### config.mk
export PLATFORM = sky130hd
export DESIGN_NAME = ptas_top
export DESIGN_NICKNAME = d
export VERILOG_FILES = /design/src/design/ptas_pkg.sv /design/src/design/ptas_word_reg.sv /design/src/design/ptas_rd_mux.sv /design/src/design/ptas_top.sv
export SDC_FILE = /design/constraint.sdc
export NUM_CORES = 1
export LEC_CHECK = 0
export ABC_AREA = 1
export BUFFER_PORTS_ARGS = -buffer_cell sky130_fd_sc_hd__buf_2
export CAP_MARGIN = 20
export CORE_ASPECT_RATIO = 0.8
export CORE_MARGIN = 2
export CORE_UTILIZATION = 43
export CTS_CLUSTER_SIZE = 8
export DETAILED_ROUTE_END_ITERATION = 16
export PLACE_DENSITY = 0.68
export SETUP_SLACK_MARGIN = 0.5
export SLEW_MARGIN = 20
export SYNTH_ARGS = -nofsm -noshare
export SYNTH_HDL_FRONTEND = slang
export SYNTH_SLANG_ARGS = --single-unit
### constraint.sdc
create_clock -name mclk -period 4.7 [get_ports mclk]
set_input_delay 0.705 -clock mclk [delete_from_list [all_inputs] [get_ports mclk]]
set_output_delay 0.705 -clock mclk [all_outputs]
set_load 0.01 [all_outputs]
### src/design/ptas_pkg.sv
// package for the target address and chip-select register block
// assumes a single 20 MHz clock and a plain strobe register port
package ptas_pkg;

   // ----------------------------------------
   // register map
   // ----------------------------------------
   localparam logic [3:0] PTAS_OFF_TARGET = 4'h0; // target_address_select
   localparam logic [3:0] PTAS_OFF_CTRL = 4'h4;   // port_control_register mode copy
   localparam logic [3:0] PTAS_OFF_RADDR = 4'h8;  // split read address
   localparam logic [3:0] PTAS_OFF_WADDR = 4'hc;  // split write address
   localparam logic [3:0] PTAS_OFF_RDIN = 4'h0;   // unused alias guard

   // ----------------------------------------
   // field positions
   // ----------------------------------------
   localparam int PTAS_BIT_SEC2 = 23;
   localparam int PTAS_BIT_SEC1 = 22;
   localparam int PTAS_BIT_SEL2 = 15;
   localparam int PTAS_BIT_SEL1 = 14;
   localparam int PTAS_CTRL_MODE_LO = 0;  // select_mode_field bits 1:0
   localparam int PTAS_CTRL_EXT = 2;      // extended_location_enable
   localparam int PTAS_CTRL_SPLIT = 17;   // split_buffer_enable

   // ----------------------------------------
   // reset values and masks
   // ----------------------------------------
   localparam logic [31:0] PTAS_TARGET_RESET = 32'h0000_0000;
   localparam logic [31:0] PTAS_CTRL_RESET = 32'h0000_0000;
   localparam logic [31:0] PTAS_TARGET_MASK = 32'h00ff_ffff;
   localparam logic [31:0] PTAS_CTRL_MASK = 32'h0002_0007;

   // select_mode_field encodings
   localparam logic [1:0] PTAS_MODE_ADDR = 2'h0;
   localparam logic [1:0] PTAS_MODE_ONE = 2'h1;
   localparam logic [1:0] PTAS_MODE_TWO = 2'h2;

endpackage

### src/design/ptas_word_reg.sv
// one masked 32-bit software register
// assumes writes are single-cycle strobes on mclk
`timescale 1ns/1ps
`default_nettype none
module ptas_word_reg
#(
   parameter logic [31:0] RESET_VALUE = 32'h0000_0000,
   parameter logic [31:0] WRITE_MASK = 32'hffff_ffff
)
(
   // clock and reset
   input wire logic mclk,
   input wire logic rst,
   // write side
   input wire logic wr,
   input wire logic [31:0] wdata,
   // stored word
   output logic [31:0] value
);

   // unmasked bits stay at reset value
   always_ff @(posedge mclk or posedge rst)
   begin
      if (rst)
      begin
         value <= RESET_VALUE;
      end
      else if (wr)
      begin
         value <= (wdata & WRITE_MASK) | (RESET_VALUE & ~WRITE_MASK);
      end
   end

endmodule
`default_nettype wire

### src/design/ptas_rd_mux.sv
// read-data register for the software port
// assumes one read strobe per cycle at most
`timescale 1ns/1ps
`default_nettype none
module ptas_rd_mux
(
   // clock and reset
   input wire logic mclk,
   input wire logic rst,
   // selection
   input wire logic rd,
   input wire logic [3:0] addr,
   // sources
   input wire logic [31:0] word0,
   input wire logic [31:0] word1,
   input wire logic [31:0] word2,
   input wire logic [31:0] word3,
   // answer
   output logic [31:0] rdata
);
   import ptas_pkg::*;

   // answer lands one cycle after the strobe; unmapped reads as zero
   always_ff @(posedge mclk or posedge rst)
   begin
      if (rst)
      begin
         rdata <= 32'h0000_0000;
      end
      else if (rd)
      begin
         case (addr)
            PTAS_OFF_TARGET: rdata <= word0;
            PTAS_OFF_CTRL: rdata <= word1;
            PTAS_OFF_RADDR: rdata <= word2;
            PTAS_OFF_WADDR: rdata <= word3;
            default: rdata <= 32'h0000_0000;
         endcase
      end
      else
      begin
         rdata <= 32'h0000_0000;
      end
   end

endmodule
`default_nettype wire

### src/design/ptas_top.sv
// target address and chip-select register of the parallel master port
// assumes the transfer sequencer samples the decoded outputs per transfer
`timescale 1ns/1ps
`default_nettype none
module ptas_top
   import ptas_pkg::*;
(
   // clock and reset
   input wire logic mclk,
   input wire logic rst,
   // register port
   input wire logic [3:0] reg_addr,
   input wire logic [31:0] reg_wdata,
   input wire logic reg_wr,
   input wire logic reg_rd,
   output logic [31:0] reg_rdata,
   // transfer side
   input wire logic xfer_is_read,
   input wire logic rd_capture,
   input wire logic [15:0] rd_capture_data,
   // decoded outputs and captured read data
   output logic [23:0] target_location,
   output logic select_one_enable,
   output logic select_two_enable,
   output logic secondary_select_one_enable,
   output logic secondary_select_two_enable,
   output logic [15:0] split_read_data_register,
   output logic [15:0] shared_port_data_register
);
   import ptas_pkg::*;

   // ----------------------------------------
   // registers
   // ----------------------------------------
   logic [31:0] target_address_select;
   logic [31:0] port_control_register;
   logic [31:0] split_raddr;
   logic [31:0] split_waddr;

   // top byte is never writable
   ptas_word_reg #(.RESET_VALUE(PTAS_TARGET_RESET), .WRITE_MASK(PTAS_TARGET_MASK)) u_target
   (
      .mclk(mclk),
      .rst(rst),
      .wr(reg_wr && reg_addr == PTAS_OFF_TARGET),
      .wdata(reg_wdata),
      .value(target_address_select)
   );

   // mode bits copy of the port control
   ptas_word_reg #(.RESET_VALUE(PTAS_CTRL_RESET), .WRITE_MASK(PTAS_CTRL_MASK)) u_ctrl
   (
      .mclk(mclk),
      .rst(rst),
      .wr(reg_wr && reg_addr == PTAS_OFF_CTRL),
      .wdata(reg_wdata),
      .value(port_control_register)
   );

   // split read address
   ptas_word_reg #(.RESET_VALUE(PTAS_TARGET_RESET), .WRITE_MASK(PTAS_TARGET_MASK)) u_raddr
   (
      .mclk(mclk),
      .rst(rst),
      .wr(reg_wr && reg_addr == PTAS_OFF_RADDR),
      .wdata(reg_wdata),
      .value(split_raddr)
   );

   // split write address
   ptas_word_reg #(.RESET_VALUE(PTAS_TARGET_RESET), .WRITE_MASK(PTAS_TARGET_MASK)) u_waddr
   (
      .mclk(mclk),
      .rst(rst),
      .wr(reg_wr && reg_addr == PTAS_OFF_WADDR),
      .wdata(reg_wdata),
      .value(split_waddr)
   );

   // read-back of all four words
   ptas_rd_mux u_rd
   (
      .mclk(mclk),
      .rst(rst),
      .rd(reg_rd),
      .addr(reg_addr),
      .word0(target_address_select),
      .word1(port_control_register),
      .word2(split_raddr),
      .word3(split_waddr),
      .rdata(reg_rdata)
   );

   // ----------------------------------------
   // mode decode
   // ----------------------------------------
   logic [1:0] select_mode_field;
   logic extended_location_enable;
   logic split_buffer_enable;
   logic mode_select;
   logic [31:0] src;

   assign select_mode_field = port_control_register[PTAS_CTRL_MODE_LO +: 2];
   assign extended_location_enable = port_control_register[PTAS_CTRL_EXT];
   assign split_buffer_enable = port_control_register[PTAS_CTRL_SPLIT];
   assign mode_select = (select_mode_field == PTAS_MODE_ONE) ||
                        (select_mode_field == PTAS_MODE_TWO);

   // source word: shared register or split registers per direction
   always_comb
   begin
      if (!split_buffer_enable)
      begin
         src = target_address_select;
      end
      else if (xfer_is_read)
      begin
         src = split_raddr;
      end
      else
      begin
         src = split_waddr;
      end
   end

   // ----------------------------------------
   // decoded location and selects
   // ----------------------------------------
   logic [23:0] next_location;
   logic next_sel1;
   logic next_sel2;
   logic next_sec1;
   logic next_sec2;

   // split mode takes only location bits 15:0 from the split registers
   always_comb
   begin
      next_location = 24'h00_0000;
      next_location[13:0] = src[13:0];
      next_sel1 = 1'b0;
      next_sel2 = 1'b0;
      next_sec1 = 1'b0;
      next_sec2 = 1'b0;
      if (mode_select || !extended_location_enable)
      begin
         next_sel1 = src[PTAS_BIT_SEL1];
      end
      if (select_mode_field != PTAS_MODE_TWO || extended_location_enable)
      begin
         next_location[14] = src[PTAS_BIT_SEL1] & ~next_sel1;
      end
      if (mode_select && !extended_location_enable)
      begin
         next_sel2 = src[PTAS_BIT_SEL2];
      end
      else
      begin
         next_location[15] = src[PTAS_BIT_SEL2];
      end
      if (extended_location_enable && !split_buffer_enable)
      begin
         next_location[21:16] = src[21:16];
      end
      if (mode_select)
      begin
         next_sec2 = src[PTAS_BIT_SEC2];
      end
      if (select_mode_field == PTAS_MODE_TWO)
      begin
         next_sec1 = src[PTAS_BIT_SEC1];
      end
      if (select_mode_field == PTAS_MODE_ADDR && extended_location_enable &&
          !split_buffer_enable)
      begin
         next_location[23:22] = src[23:22];
      end
   end

   // registered decode outputs
   always_ff @(posedge mclk or posedge rst)
   begin
      if (rst)
      begin
         target_location <= 24'h00_0000;
         select_one_enable <= 1'b0;
         select_two_enable <= 1'b0;
         secondary_select_one_enable <= 1'b0;
         secondary_select_two_enable <= 1'b0;
      end
      else
      begin
         target_location <= next_location;
         select_one_enable <= next_sel1;
         select_two_enable <= next_sel2;
         secondary_select_one_enable <= next_sec1;
         secondary_select_two_enable <= next_sec2;
      end
   end

   // ----------------------------------------
   // captured read data routing
   // ----------------------------------------
   always_ff @(posedge mclk or posedge rst)
   begin
      if (rst)
      begin
         split_read_data_register <= 16'h0000;
         shared_port_data_register <= 16'h0000;
      end
      else if (rd_capture)
      begin
         if (split_buffer_enable)
         begin
            split_read_data_register <= rd_capture_data;
         end
         else
         begin
            shared_port_data_register <= rd_capture_data;
         end
      end
   end

   // ----------------------------------------
   // checks
   // ----------------------------------------
   property p_top_zero;
      @(posedge mclk) disable iff (rst)
      reg_rd ##1 1'b1 |-> reg_rdata[31:24] == 8'h00;
   endproperty
   a_top_zero: assert property (p_top_zero) else $error("top byte not zero");

   property p_sec2;
      @(posedge mclk) disable iff (rst)
      !mode_select |=> !secondary_select_two_enable;
   endproperty
   a_sec2: assert property (p_sec2) else $error("sec two enable outside mode");

   property p_upper;
      @(posedge mclk) disable iff (rst)
      (select_mode_field != PTAS_MODE_ADDR) |=> target_location[23:22] == 2'h0;
   endproperty
   a_upper: assert property (p_upper) else $error("upper bits wrongly used");

   property p_sec1;
      @(posedge mclk) disable iff (rst)
      (select_mode_field == PTAS_MODE_TWO) |=> secondary_select_one_enable == $past(src[22]);
   endproperty
   a_sec1: assert property (p_sec1) else $error("sec one enable wrong");

   property p_mid;
      @(posedge mclk) disable iff (rst)
      !extended_location_enable |=> target_location[21:16] == 6'h00;
   endproperty
   a_mid: assert property (p_mid) else $error("mid bits used without ext");

   property p_sel2;
      @(posedge mclk) disable iff (rst)
      (mode_select && !extended_location_enable) |=> select_two_enable == $past(src[15]);
   endproperty
   a_sel2: assert property (p_sel2) else $error("select two wrong");

   property p_low;
      @(posedge mclk) disable iff (rst)
      1'b1 |=> target_location[13:0] == $past(src[13:0]);
   endproperty
   a_low: assert property (p_low) else $error("low address wrong");

   property p_shared;
      @(posedge mclk) disable iff (rst)
      (reg_wr && reg_addr == PTAS_OFF_TARGET && !split_buffer_enable) ##1
      !split_buffer_enable |=> target_location[13:0] == $past(reg_wdata[13:0], 2);
   endproperty
   a_shared: assert property (p_shared) else $error("shared address not used");

   property p_capture;
      @(posedge mclk) disable iff (rst)
      (rd_capture && split_buffer_enable) |=>
      split_read_data_register == $past(rd_capture_data) && $stable(shared_port_data_register);
   endproperty
   a_capture: assert property (p_capture) else $error("split capture wrong");

endmodule
`default_nettype wire

# Word-level counts from Yosys, hierarchy flattened
# Index checks and enable logic that the tools add are counted.
# W data, S select, Z words.
[op_classes] n_bitwise=3 n_reduce_logical=17 n_eq_ne=6 mux=12
[ops] cell="$pmux W24 S4" count=1
[ops] cell="$mux W24" count=3
[ops] cell="$eq A4 B4 Y1 const B" count=2
[ops] cell="$logic_and A1 B1 Y1" count=8
[ops] cell="$mux W1" count=6
[ops] cell="$mux W6" count=1
[ops] cell="$eq A4 B3 Y1 const B" count=1
[ops] cell="$logic_not A4 Y1" count=1
[ops] cell="$reduce_and A2 Y1" count=2
[ops] cell="$logic_or A1 B1 Y1" count=3
[ops] cell="$eq A2 B1 Y1 const B" count=1
[ops] cell="$eq A2 B2 Y1 const B" count=1
[ops] cell="$logic_not A1 Y1" count=2
[ops] cell="$logic_not A2 Y1" count=1
[ops] cell="$mux W2" count=1
[ops] cell="$ne A2 B2 Y1 const B" count=1
[ops] cell="$not A1 Y1" count=2
[ops] cell="$and A1 B1 Y1" count=1
[totals] reg_bits=160 out_inout_bits=92

# Logic depth before layout (Yosys ltp)
# Gate-level depths: netlist (run 1).
[depth] ltp_word=7 mapped_depth=7 ltp_nobuf=6

# Modules after synthesis
# From an unflattened synthesis (run 1), not the netlist that was laid out.
[unflattened] hier_cells=986 area_unflattened_um2=8191.6
[modules_own_cells] mod="ptas_word_reg at u_raddr ..." cells_each=112 seq_area_each_um2=600.6 n_inst=3 area_per_inst_um2=1042.2
[modules_own_cells] mod="ptas_top" cells_each=276 seq_area_each_um2=1501.4 n_inst=1 area_per_inst_um2=2453.6
[modules_own_cells] mod="ptas_rd_mux" cells_each=327 seq_area_each_um2=800.8 n_inst=1 area_per_inst_um2=2244.7
[modules_own_cells] mod="ptas_word_reg at u_ctrl" cells_each=47 seq_area_each_um2=100.1 n_inst=1 area_per_inst_um2=366.6

# Worst setup path before layout (run 1)
# Ideal clock, no wire load.
[synth_path] path_kind="input to register" start="input reg_addr[1]" end="register u_target.value[3]" n_path_buf=1 t_arrival_ps=1402 setup_time_ps=133 t_required_ps=4567 stages=5 path_slack_ps=3166 path_cell_list="nor2_4 nand2_1 nor2_2 clkbuf_1 o21ai_0"
[synth_via] elab_chain_cells=2
[synth_rtl] item="from (decl)" line_no="ptas_top.sv:12" text="input wire logic [3:0] reg_addr,"
[synth_rtl] item="$logic_not A4 Y1" line_no="ptas_top.sv:45" text=".wr(reg_wr && reg_addr == PTAS_OFF_TARGET),"
[synth_rtl] item="$logic_and A1 B1 Y1" line_no="ptas_top.sv:45"
[synth_rtl] item="to (signal assigned)" line_no="ptas_word_reg.sv:30" text="value <= (wdata & WRITE_MASK) | (RESET_VALUE & ~WRITE_MASK);"
[synth_rtl] item="to (decl)" line_no="ptas_word_reg.sv:18" text="output logic [31:0] value"
# No other way between the ends.
# A chain may end at the register's enable or synchronous reset.

# Final worst setup path (run 1)
[layout_path] start="input reg_addr[3]" end="register u_raddr.value[0]"
[layout_via] elab_chain_cells=2
[layout_rtl] item="$eq A4 B4 Y1" line_no="ptas_top.sv:65" text=".wr(reg_wr && reg_addr == PTAS_OFF_RADDR),"
[layout_rtl] item="$logic_and A1 B1 Y1" line_no="ptas_top.sv:65"
[layout_rtl] item="to (signal assigned)" line_no="ptas_word_reg.sv:30"
[layout_rtl] item="to (decl)" line_no="ptas_word_reg.sv:18"
# No other way between the ends.

==> flow_summary.ini, run 1 <==
[worst_setup_path]
critPathMaxFanout = 25
worstPathCellList = buf_2 > inv_2 > nor2_4 > nand2_2 > nor2_4 > nand2_1 > nand2_1
critPathLaunch = reg_addr[3]
start_kind = input port
cp.arrival_ps = 2940
worstPathRequired_ps = 5060
path_buf_inv = 2
critPathKind = input port to register
crit_family = simple AND/OR/NAND/NOR gates
r2r-start = u_ctrl.value[17]
crit_slowest_cell = nor2_4
critPathMaxStageDelay_ps = 670
worstSetupEndpointType = register

[placement]
post-dp-hpwl_mm = 9.920
gp_congestion = 0.7546
port_buffers = 133

[global_routing]
grt_pass1_vias = 5099
grt_pass1_wl_mm = 26.36
overflow = 0
grt_util_all_layers_pct = 20.00
grt_max_degree = 161
grt_antenna_before_repair = 1

[floorplan]
dieWidth_um = 145.1
core_region_area_um2 = 15700
start_util_pct = 43.64
io_pins = 150
rows = 41
die_area_um2 = 16960
die-height_um = 116.9

[clock_network]
clk_path_buf_depth = 2
post-cts-setup-buffer-count = 0
hold_buffers = 0
clk_pin_slew_ps = 60
numCtsBuffers = 17
root_buffer = clkbuf_16
cts_resized = 0
clk_latency_ps = 420
cts_tree = done
htree_levels = 4
clock-sinks = 160

[detailed_routing]
dr.pass1.iters = 4
wl_mm = 16.38
via_per_inst = 4.885
wl_per_cell_um = 14.78
drtIter0Drc = 425
drtAntennaViolNets = 0
vias = 5413
drc = 0

[power]
leakage_nw = 4.370
p_per_area_nw_per_um2 = 494.3
vdd_drop_max_mv = 0.3304

[synth]
yosysWarnings = 0
async_flop_share_pct = 100.0
postSynth.topFlopCell = dfrtp_1
synth_edf_count = 0
synth_seq_cells = 160
netlist_area_um2 = 6850
synth-seq-area-share_pct = 58.45
synth.distinct_cells = 26
syn_area_per_cell_um2 = 8.908
synth_cells = 769

[layout]
drive_above_1_share_pct = 21.84
mostFrequentLayoutCells = nand2_1 (163), dfrtp_1 (160), buf_2 (133)
antenna_cells = 0
final_util_pct = 52.54
final_common_cell = nand2_1
nets = 940
areaGrowthSynthToFinish_pct = 20.40

[timing]
hold_viol_final = 0
fin_tns_setup_ps = 0
setup_violations = 0
fin_skew_ps = 6.912
timing.final.crit_share_pct = 54.85
finalCriticalPeriod_ps = 2578
fmax_ghz = 0.3879
rsz0062_at_grt = false
final-max-slew-violation-count = 0
slew_headroom_pct = 32.75
worst_pin_slew_ps = 1008

[run]
drv_cap = 0

[worst_hold_path]
min_path_type = register to register
hp-start = shared_port_data_register[10]

[run_status]
status = complete, no violations
-- state kept, by name (all words and copies together), names as in the netlist, 4 cells and up --
register / flops
u_ctrl.value: 4
u_waddr.value: 24
shared_port_data_register: 16
u_raddr.value: 24
target_location: 24
u_target.value: 24
u_rd.rdata: 24
split_read_data_register: 16
-- final timing paths --
check / end / slack, ps / depth (start not counted)
max in group asynchronous: u_target.value[19] / 3550 / 3
worst max-delay path: u_raddr.value[0] / 2120 / 7
worst min-delay path: shared_port_data_register[10] / 480 / 2
min in group asynchronous: u_rd.rdata[5] / 520 / 3
worst min register to register: shared_port_data_register[10] / 480 / 2
worst max register to register: shared_port_data_register[7] / 2590 / 3
-- where the power goes --
group | total [mW] | switching (mW) | leakage [nW] | internal [mW]
logic | 0.740 | 0.469 | 2.07 | 0.271
clock network | 1.53 | 0.556 | 0.309 | 0.974
registers | 1.81 | 0.143 | 1.99 | 1.66
-- through the flow --
stage	setup WS (ps)	power (mW)	hold WS (ps)	area [um2]	std cells
6_report	2122	4.077	477.8	8248	1108
5_1_grt	1976	4.308	483.5	8248	1108
4_1_cts	2163	4.114	483.7	8220	1107
3_5_place_dp	1723	2.570	467.8	7557	1075
3_3_place_gp	1759	2.550	463.3	7557	1075
2_1_floorplan	1966	2.267	452.0	6880	776
-- per-layer routing --
| layer | up-vias | GRT usage, % | wire length (um) | share of wire, % |
|---|---|---|---|---|
| met2 | 145 | 31.90 | 7692 | 47 |
| li1 | 2672 | - | - | - |
| met1 | 2584 | 27.87 | 7739 | 47 |
| met4 | 0 | 4.575 | 104 | 0.64 |
| met3 | 12 | 5.349 | 838 | 5.1 |
| met5 | - | 0 | 0 | 0 |
-- area by class of cell --
cell class	instances	area (um2)
fillers	1501	7450
flip-flops and latches	160	4004
multi-input cells	470	2223
repair buffers	138	735.7
clock buffers	20	456.7
inverters	93	352.8
well taps	215	269.0
clock inverters	12	206.4
-- synth_stat cells (5+ instances only) --
cell type    n  area, um2
nand2_1    163      611.8
dfrtp_1    160       4004
nand3_1    100      500.5
o21ai_0     91      455.4
inv_1       90      337.8
nor2_1      31      116.4
o21ai_1     27      135.1
clkbuf_1    17      63.81
a21oi_1     16      80.08
buf_2       12      60.06
a21oi_2     10      87.58
buf_4       10      75.07
buf_6        7      78.83
buf_1        6      22.52
nor2_4       5      56.30
-- logic make-up (layout without fill, tap and decap cells) --
logic type,Yosys count,count (layout),share of synthesized area (%)
buffers and inverters,146,263,9.552
flip-flops,160,160,58.45
AO/OA/AOI/OAI,154,154,12.20
AND/OR/NAND/NOR,306,306,19.38
other,1,8,0.05474
adder cells (fa/ha/maj),2,2,0.3652
-- worst reg2reg max path, stage by stage, from the launching register on --
cell	delay, ps
dfrtp_1	380
inv_1	500
nand2_1	730
o21ai_0	400
No activity file was read; power rests on OpenSTA's default activity.
==> inputs of run 2 (changes only) <==
- ABC_AREA: 1 -> 0
- PLACE_DENSITY: 0.68 -> 0.66
- clock period: 4.7 -> 2.6 ns (I/O delays scaled with it)
==> flow_summary.ini, run 2 <==
[run_status]
status = complete, no violations

[clock_network]
cts_resized = 0
htree_levels = 4
cts_tree = done
clk_pin_slew_ps = 60
hold_buffers = 0
numCtsBuffers = 17
post-cts-setup-buffer-count = 0
clk_path_buf_depth = 2
clock-sinks = 160
clk_latency_ps = 420
root_buffer = clkbuf_16

[power]
p_per_area_nw_per_um2 = 914.8
leakage_nw = 3.922
finalPower_mw = 7.357
vdd_drop_max_mv = 0.5361

[detailed_routing]
vias = 4132
dr.pass1.iters = 6
drc = 0
drtAntennaViolNets = 0
wl_mm = 14.38
drtIter0Drc = 190
via_per_inst = 5.146
wl_per_cell_um = 17.91

[timing]
fin_tns_setup_ps = 0
worst_pin_slew_ps = 805.2
fmax_ghz = 0.5551
fin_skew_ps = 10.30
hold_viol_final = 0
final-max-slew-violation-count = 0
timing.final.crit_share_pct = 69.29
rsz0062_at_grt = false
slew_headroom_pct = 46.20
setup_violations = 0
finalCriticalPeriod_ps = 1801

[global_routing]
grt_max_degree = 56
grt_antenna_before_repair = 2
grt_util_all_layers_pct = 18.38
overflow = 0
grt_pass1_wl_mm = 22.65
grt_pass1_vias = 4301

[worst_setup_path]
start_kind = register
critPathMaxFanout = 16
worstPathRequired_ps = 2900
worstSetupEndpointType = register
rr_worst_depth = 2
cp.arrival_ps = 2100
critPathKind = register to register

[floorplan]
core_region_area_um2 = 15010
rows = 40
dieWidth_um = 142.6
start_util_pct = 44.04
die_area_um2 = 16390
io_pins = 150
die-height_um = 114.9

[placement]
post-dp-hpwl_mm = 9.774
gp_congestion = 0.7496
port_buffers = 133
dp.cells = 771

[synth]
yosys.area.top_type_share_pct = 60.55
synth-seq-area-share_pct = 60.55
yosys.area.top_type = dfrtp_1
synth.distinct_cells = 33
yosysMostFrequentCell = dfrtp_1
synth_seq_cells = 160
yosys-top-cells-area = dfrtp_1 (61%), mux2_2 (22%), mux2i_1 (3.9%)
synth_cells = 462
syn_area_per_cell_um2 = 14.31
synth_edf_count = 0
postSynth.topFlopCell = dfrtp_1
async_flop_share_pct = 100.0
netlist_area_um2 = 6613
synth_common_cells = dfrtp_1 (160), mux2_2 (128), nor2_1 (42), mux2i_1 (26), a22oi_1 (18)
yosysWarnings = 0

[layout]
drive_above_1_share_pct = 51.06
final_common_cell = dfrtp_1
mostFrequentLayoutCells = dfrtp_1 (160), buf_2 (133), mux2_2 (128)
fillers = 1284
areaGrowthSynthToFinish_pct = 21.63
nets = 661
fin_cells = 803

[worst_hold_path]
min_path_type = input port to async pin

[run]
drv_cap = 0
run 2: cell types whose count changed in the layout (fill, tap and decap cells not counted), moves of 6 or more:
| cell | change |
|---|---|
| nor2_4 | -6 |
| inv_1 | -85 |
| buf_4 | +6 |
| a21oi_2 | -10 |
| nand2_1 | -160 |
| and2_1 | +7 |
| o21ai_0 | -91 |
| mux2_2 | +128 |
| nor2_1 | +10 |
| nand3_1 | -100 |
| mux2i_1 | +26 |
| o21ai_1 | -27 |
| a22oi_1 | +18 |
run 2: cells by family (layout without fill, tap and decap cells):
group	Yosys count	count (layout)	synth area share (%)
AO/OA/AOI/OAI	42	42	4.352
adder cells (fa/ha/maj)	2	2	0.3784
AND/OR/NAND/NOR	65	65	4.939
flip-flops	160	160	60.55
other	1	9	0.05671
buffers and inverters	38	182	3.992
multiplexers	154	154	25.73
run 2: path summary, 6_finish.rpt:
kind | startpoint | slack [ps] | to
worst max-delay path | u_ctrl.value[17] | 800 | split_read_data_register[10]
worst min-delay path | rst | 110 | target_location[20]
worst max register to register | u_ctrl.value[17] | 800 | split_read_data_register[10]
worst min register to register | split_read_data_register[1] | 500 | split_read_data_register[1]
max in group asynchronous | rst | 1740 | u_rd.rdata[16]
min in group mclk | rd_capture_data[15] | 210 | split_read_data_register[15]
run 2: where the power goes:
group / switching (mW) / internal (mW)
sequential: 0.307 / 3.06
combinational: 0.741 / 0.794
clock: 0.957 / 1.50
total: 2.00 / 5.35
run 2: worst max-delay path: stages (launching register included):
cell	delay (ps)
dfrtp_1	660
nand2_1	560
mux2_2	450
run 2: layout make-up:
cell class	instances	area, um2	area share [%]
timing repair buffer	146	813.3	10.11
clock buffer	21	480.5	5.974
sequential	160	4004	49.78
inverter	5	22.52	0.2800
multi-input combinational	271	2374	29.51
tap	189	236.5	2.940
antenna	1	2.502	0.03111
clock inverter	10	110.1	1.369
run 2: per-layer routing:
metal	share of wire [%]	global-route usage, %
met1	44	22.39
met2	47	30.19
met3	7.4	6.664
met4	1.6	7.063
met5	0.090	0
run 2: through the flow:
step / util [%] / instance area [um2] / worst slack, ps / hold slack (ps)
3_5_place_dp: 49.62 / 7450 / 588.5 / 487.1
6_report: 53.57 / 8043 / 798.6 / 115.0
2_1_floorplan: - / 6643 / 181.2 / 466.9
5_1_grt: 53.57 / 8043 / 693.8 / 172.3
3_3_place_gp: 49.62 / 7450 / 630.4 / 481.1
4_1_cts: 53.55 / 8040 / 788.0 / 132.0
==> inputs of run 3 (changes only) <==
- PLACE_DENSITY: 0.66 -> 0.68
- clock period: 2.6 -> 1.65 ns (I/O delays scaled with it)
==> flow_summary.ini, run 3 (same netlist as run 2, synthesis figures left out) <==
[layout]
multi_input_comb_area_um2 = 2605
final_util_pct = 58.78
mostFrequentLayoutCells = dfrtp_1 (158), buf_2 (115), mux2_2 (88)
areaGrowthSynthToFinish_pct = 33.45
nets = 702
ff_latch_area_um2 = 4006
final_common_cell = dfrtp_1
fillers = 1150
fin_cells = 844
drive_above_1_share_pct = 55.81

[timing]
finalCriticalPeriod_ps = 1274
whs_ps = 74.72
worst_pin_slew_ps = 530.1
slew_headroom_pct = 64.66
final-max-slew-violation-count = 0
rsz0062_at_grt = true
fmax_ghz = 0.7852
hold_viol_final = 0
setup_violations = 0
fin_skew_ps = 5.929
timing.final.crit_share_pct = 77.18

[clock_network]
numCtsBuffers = 17
clk_path_buf_depth = 2
clock-sinks = 160
cts_tree = done
clk_latency_ps = 420
root_buffer = clkbuf_16
htree_levels = 4
clk_pin_slew_ps = 60

[detailed_routing]
drtIter0Drc = 175
vias = 4281
wl_per_cell_um = 18.47
drtAntennaViolNets = 0
drc = 0
dr.pass1.iters = 5
via_per_inst = 5.072
wl_mm = 15.59

[worst_setup_path]
worstPathCellList = nor2b_4 > buf_6 > buf_12 > mux2_4
crit_slowest_cell = dfrtp_2
cp_num_cells = 4
worstPathRequired_ps = 1950
path_buf_inv = 2
crit_family = flip-flops
worstSetupEndpointType = register
cp.arrival_ps = 1570
r2r-start = u_ctrl.value[17]
critPathMaxStageDelay_ps = 450
start_kind = register
critPathLaunch = u_ctrl.value[17]
critPathMaxFanout = 8
critPathKind = register to register
rr_worst_depth = 4

[power]
vdd_drop_max_mv = 0.7897
p_clk_share_pct = 33.8
p_comb_share_pct = 24.3
p_per_area_nw_per_um2 = 1452
leakage_nw = 4.329
seqPwrFrac_pct = 41.9
p_sw_share_pct = 26.65
switching_power_mw = 3.413
intPower_mw = 9.396

[floorplan]
die-height_um = 114.9
rows = 40
start_util_pct = 44.04
core_region_area_um2 = 15010
io_pins = 150
die_area_um2 = 16390
dieWidth_um = 142.6

[global_routing]
grt_max_degree = 86
overflow = 0
grt_pass1_vias = 4629
grt_antenna_before_repair = 1
grt_util_all_layers_pct = 19.53
grt_pass1_wl_mm = 24.35

[worst_hold_path]
hold_depth = 2
hp-start = rd_capture_data[7]
min_path_type = input port to register

[placement]
gp_congestion = 0.7850
port_buffers = 133
post-dp-hpwl_mm = 10.18
dp.cells = 784

[run]
drv_cap = 0

[run_status]
status = complete, no violations
==> run 3: cell types whose count changed in the layout (fill, tap and decap cells not counted), sizes merged <==
cell	delta
buf	+40
bufinv	+3
clkinv	-1
clkinvlp	-3
dlygate4sd3	+1
inv	+1
==> run 3: what timing repair did <==
action | 4_1_cts | 5_1_grt
endpoints found under the setup margin | 138 | 132
buffers inserted | 16 | 10
hold buffers | 1 | 0
resized for setup | 27 | 24
hold endpoints to repair | 57 | 0
gates cloned | 1 | 0
pin swaps | 0 | 3
==> run 3: power by group through the flow <==
| stage | clock [mW] | combinational, mW | sequential (mW) |
|---|---|---|---|
| detailed placement | 0 | 2.60 | 5.38 |
| global route | 4.60 | 3.38 | 5.46 |
| finish | 4.33 | 3.12 | 5.36 |
| floorplan | 0 | 1.50 | 5.51 |
| global placement | 0 | 2.54 | 5.31 |
| CTS | 4.41 | 2.93 | 5.33 |
==> run 3: worst reg2reg max path: stages (launching register included) <==
cell and delay, ps:
dfrtp_2 450, nor2b_4 150, buf_6 110, buf_12 130, mux2_4 320
==> run 3: final timing paths <==
| kind | end | slack (ps) |
|---|---|---|
| max in group asynchronous | u_ctrl.value[2] | 660 |
| hold reg to reg | split_read_data_register[13] | 500 |
| setup / recovery | shared_port_data_register[15] | 380 |
| min in group asynchronous | target_location[19] | 510 |
| setup reg to reg | shared_port_data_register[15] | 380 |
| hold / removal | shared_port_data_register[7] | 70 |
==> run 3: routing by layer <==
metal | global-route usage, % | wire length (um) | up-vias | part of all wire, %
met5 | 0 | 0 | - | 0
met4 | 4.620 | 91 | 0 | 0.58
met3 | 6.830 | 1004 | 10 | 6.4
met2 | 32.34 | 7589 | 135 | 49
met1 | 24.94 | 6901 | 2154 | 44
li1 | - | - | 1982 | -
==> run 3: metrics by stage <==
stage	worst slack (ps)	instance area [um2]	power (mW)	TNS, ps
2_1_floorplan	-626.3	6807	7.014	-100220
3_3_place_gp	103.0	7694	7.850	0
3_5_place_dp	94.66	7694	7.982	0
4_1_cts	386.6	8632	12.67	0
5_1_grt	353.1	8822	13.44	0
6_report	376.5	8825	12.81	0
==> run 3: final cells by class <==
type / count / share of cell area, %
inverters: 5 / 0.2552
well taps: 189 / 2.680
diodes: 1 / 0.02836
clock buffers: 21 / 5.331
multi-input cells: 271 / 29.52
clock inverters: 10 / 2.056
repair buffers: 187 / 14.73
flip-flops and latches: 160 / 45.40
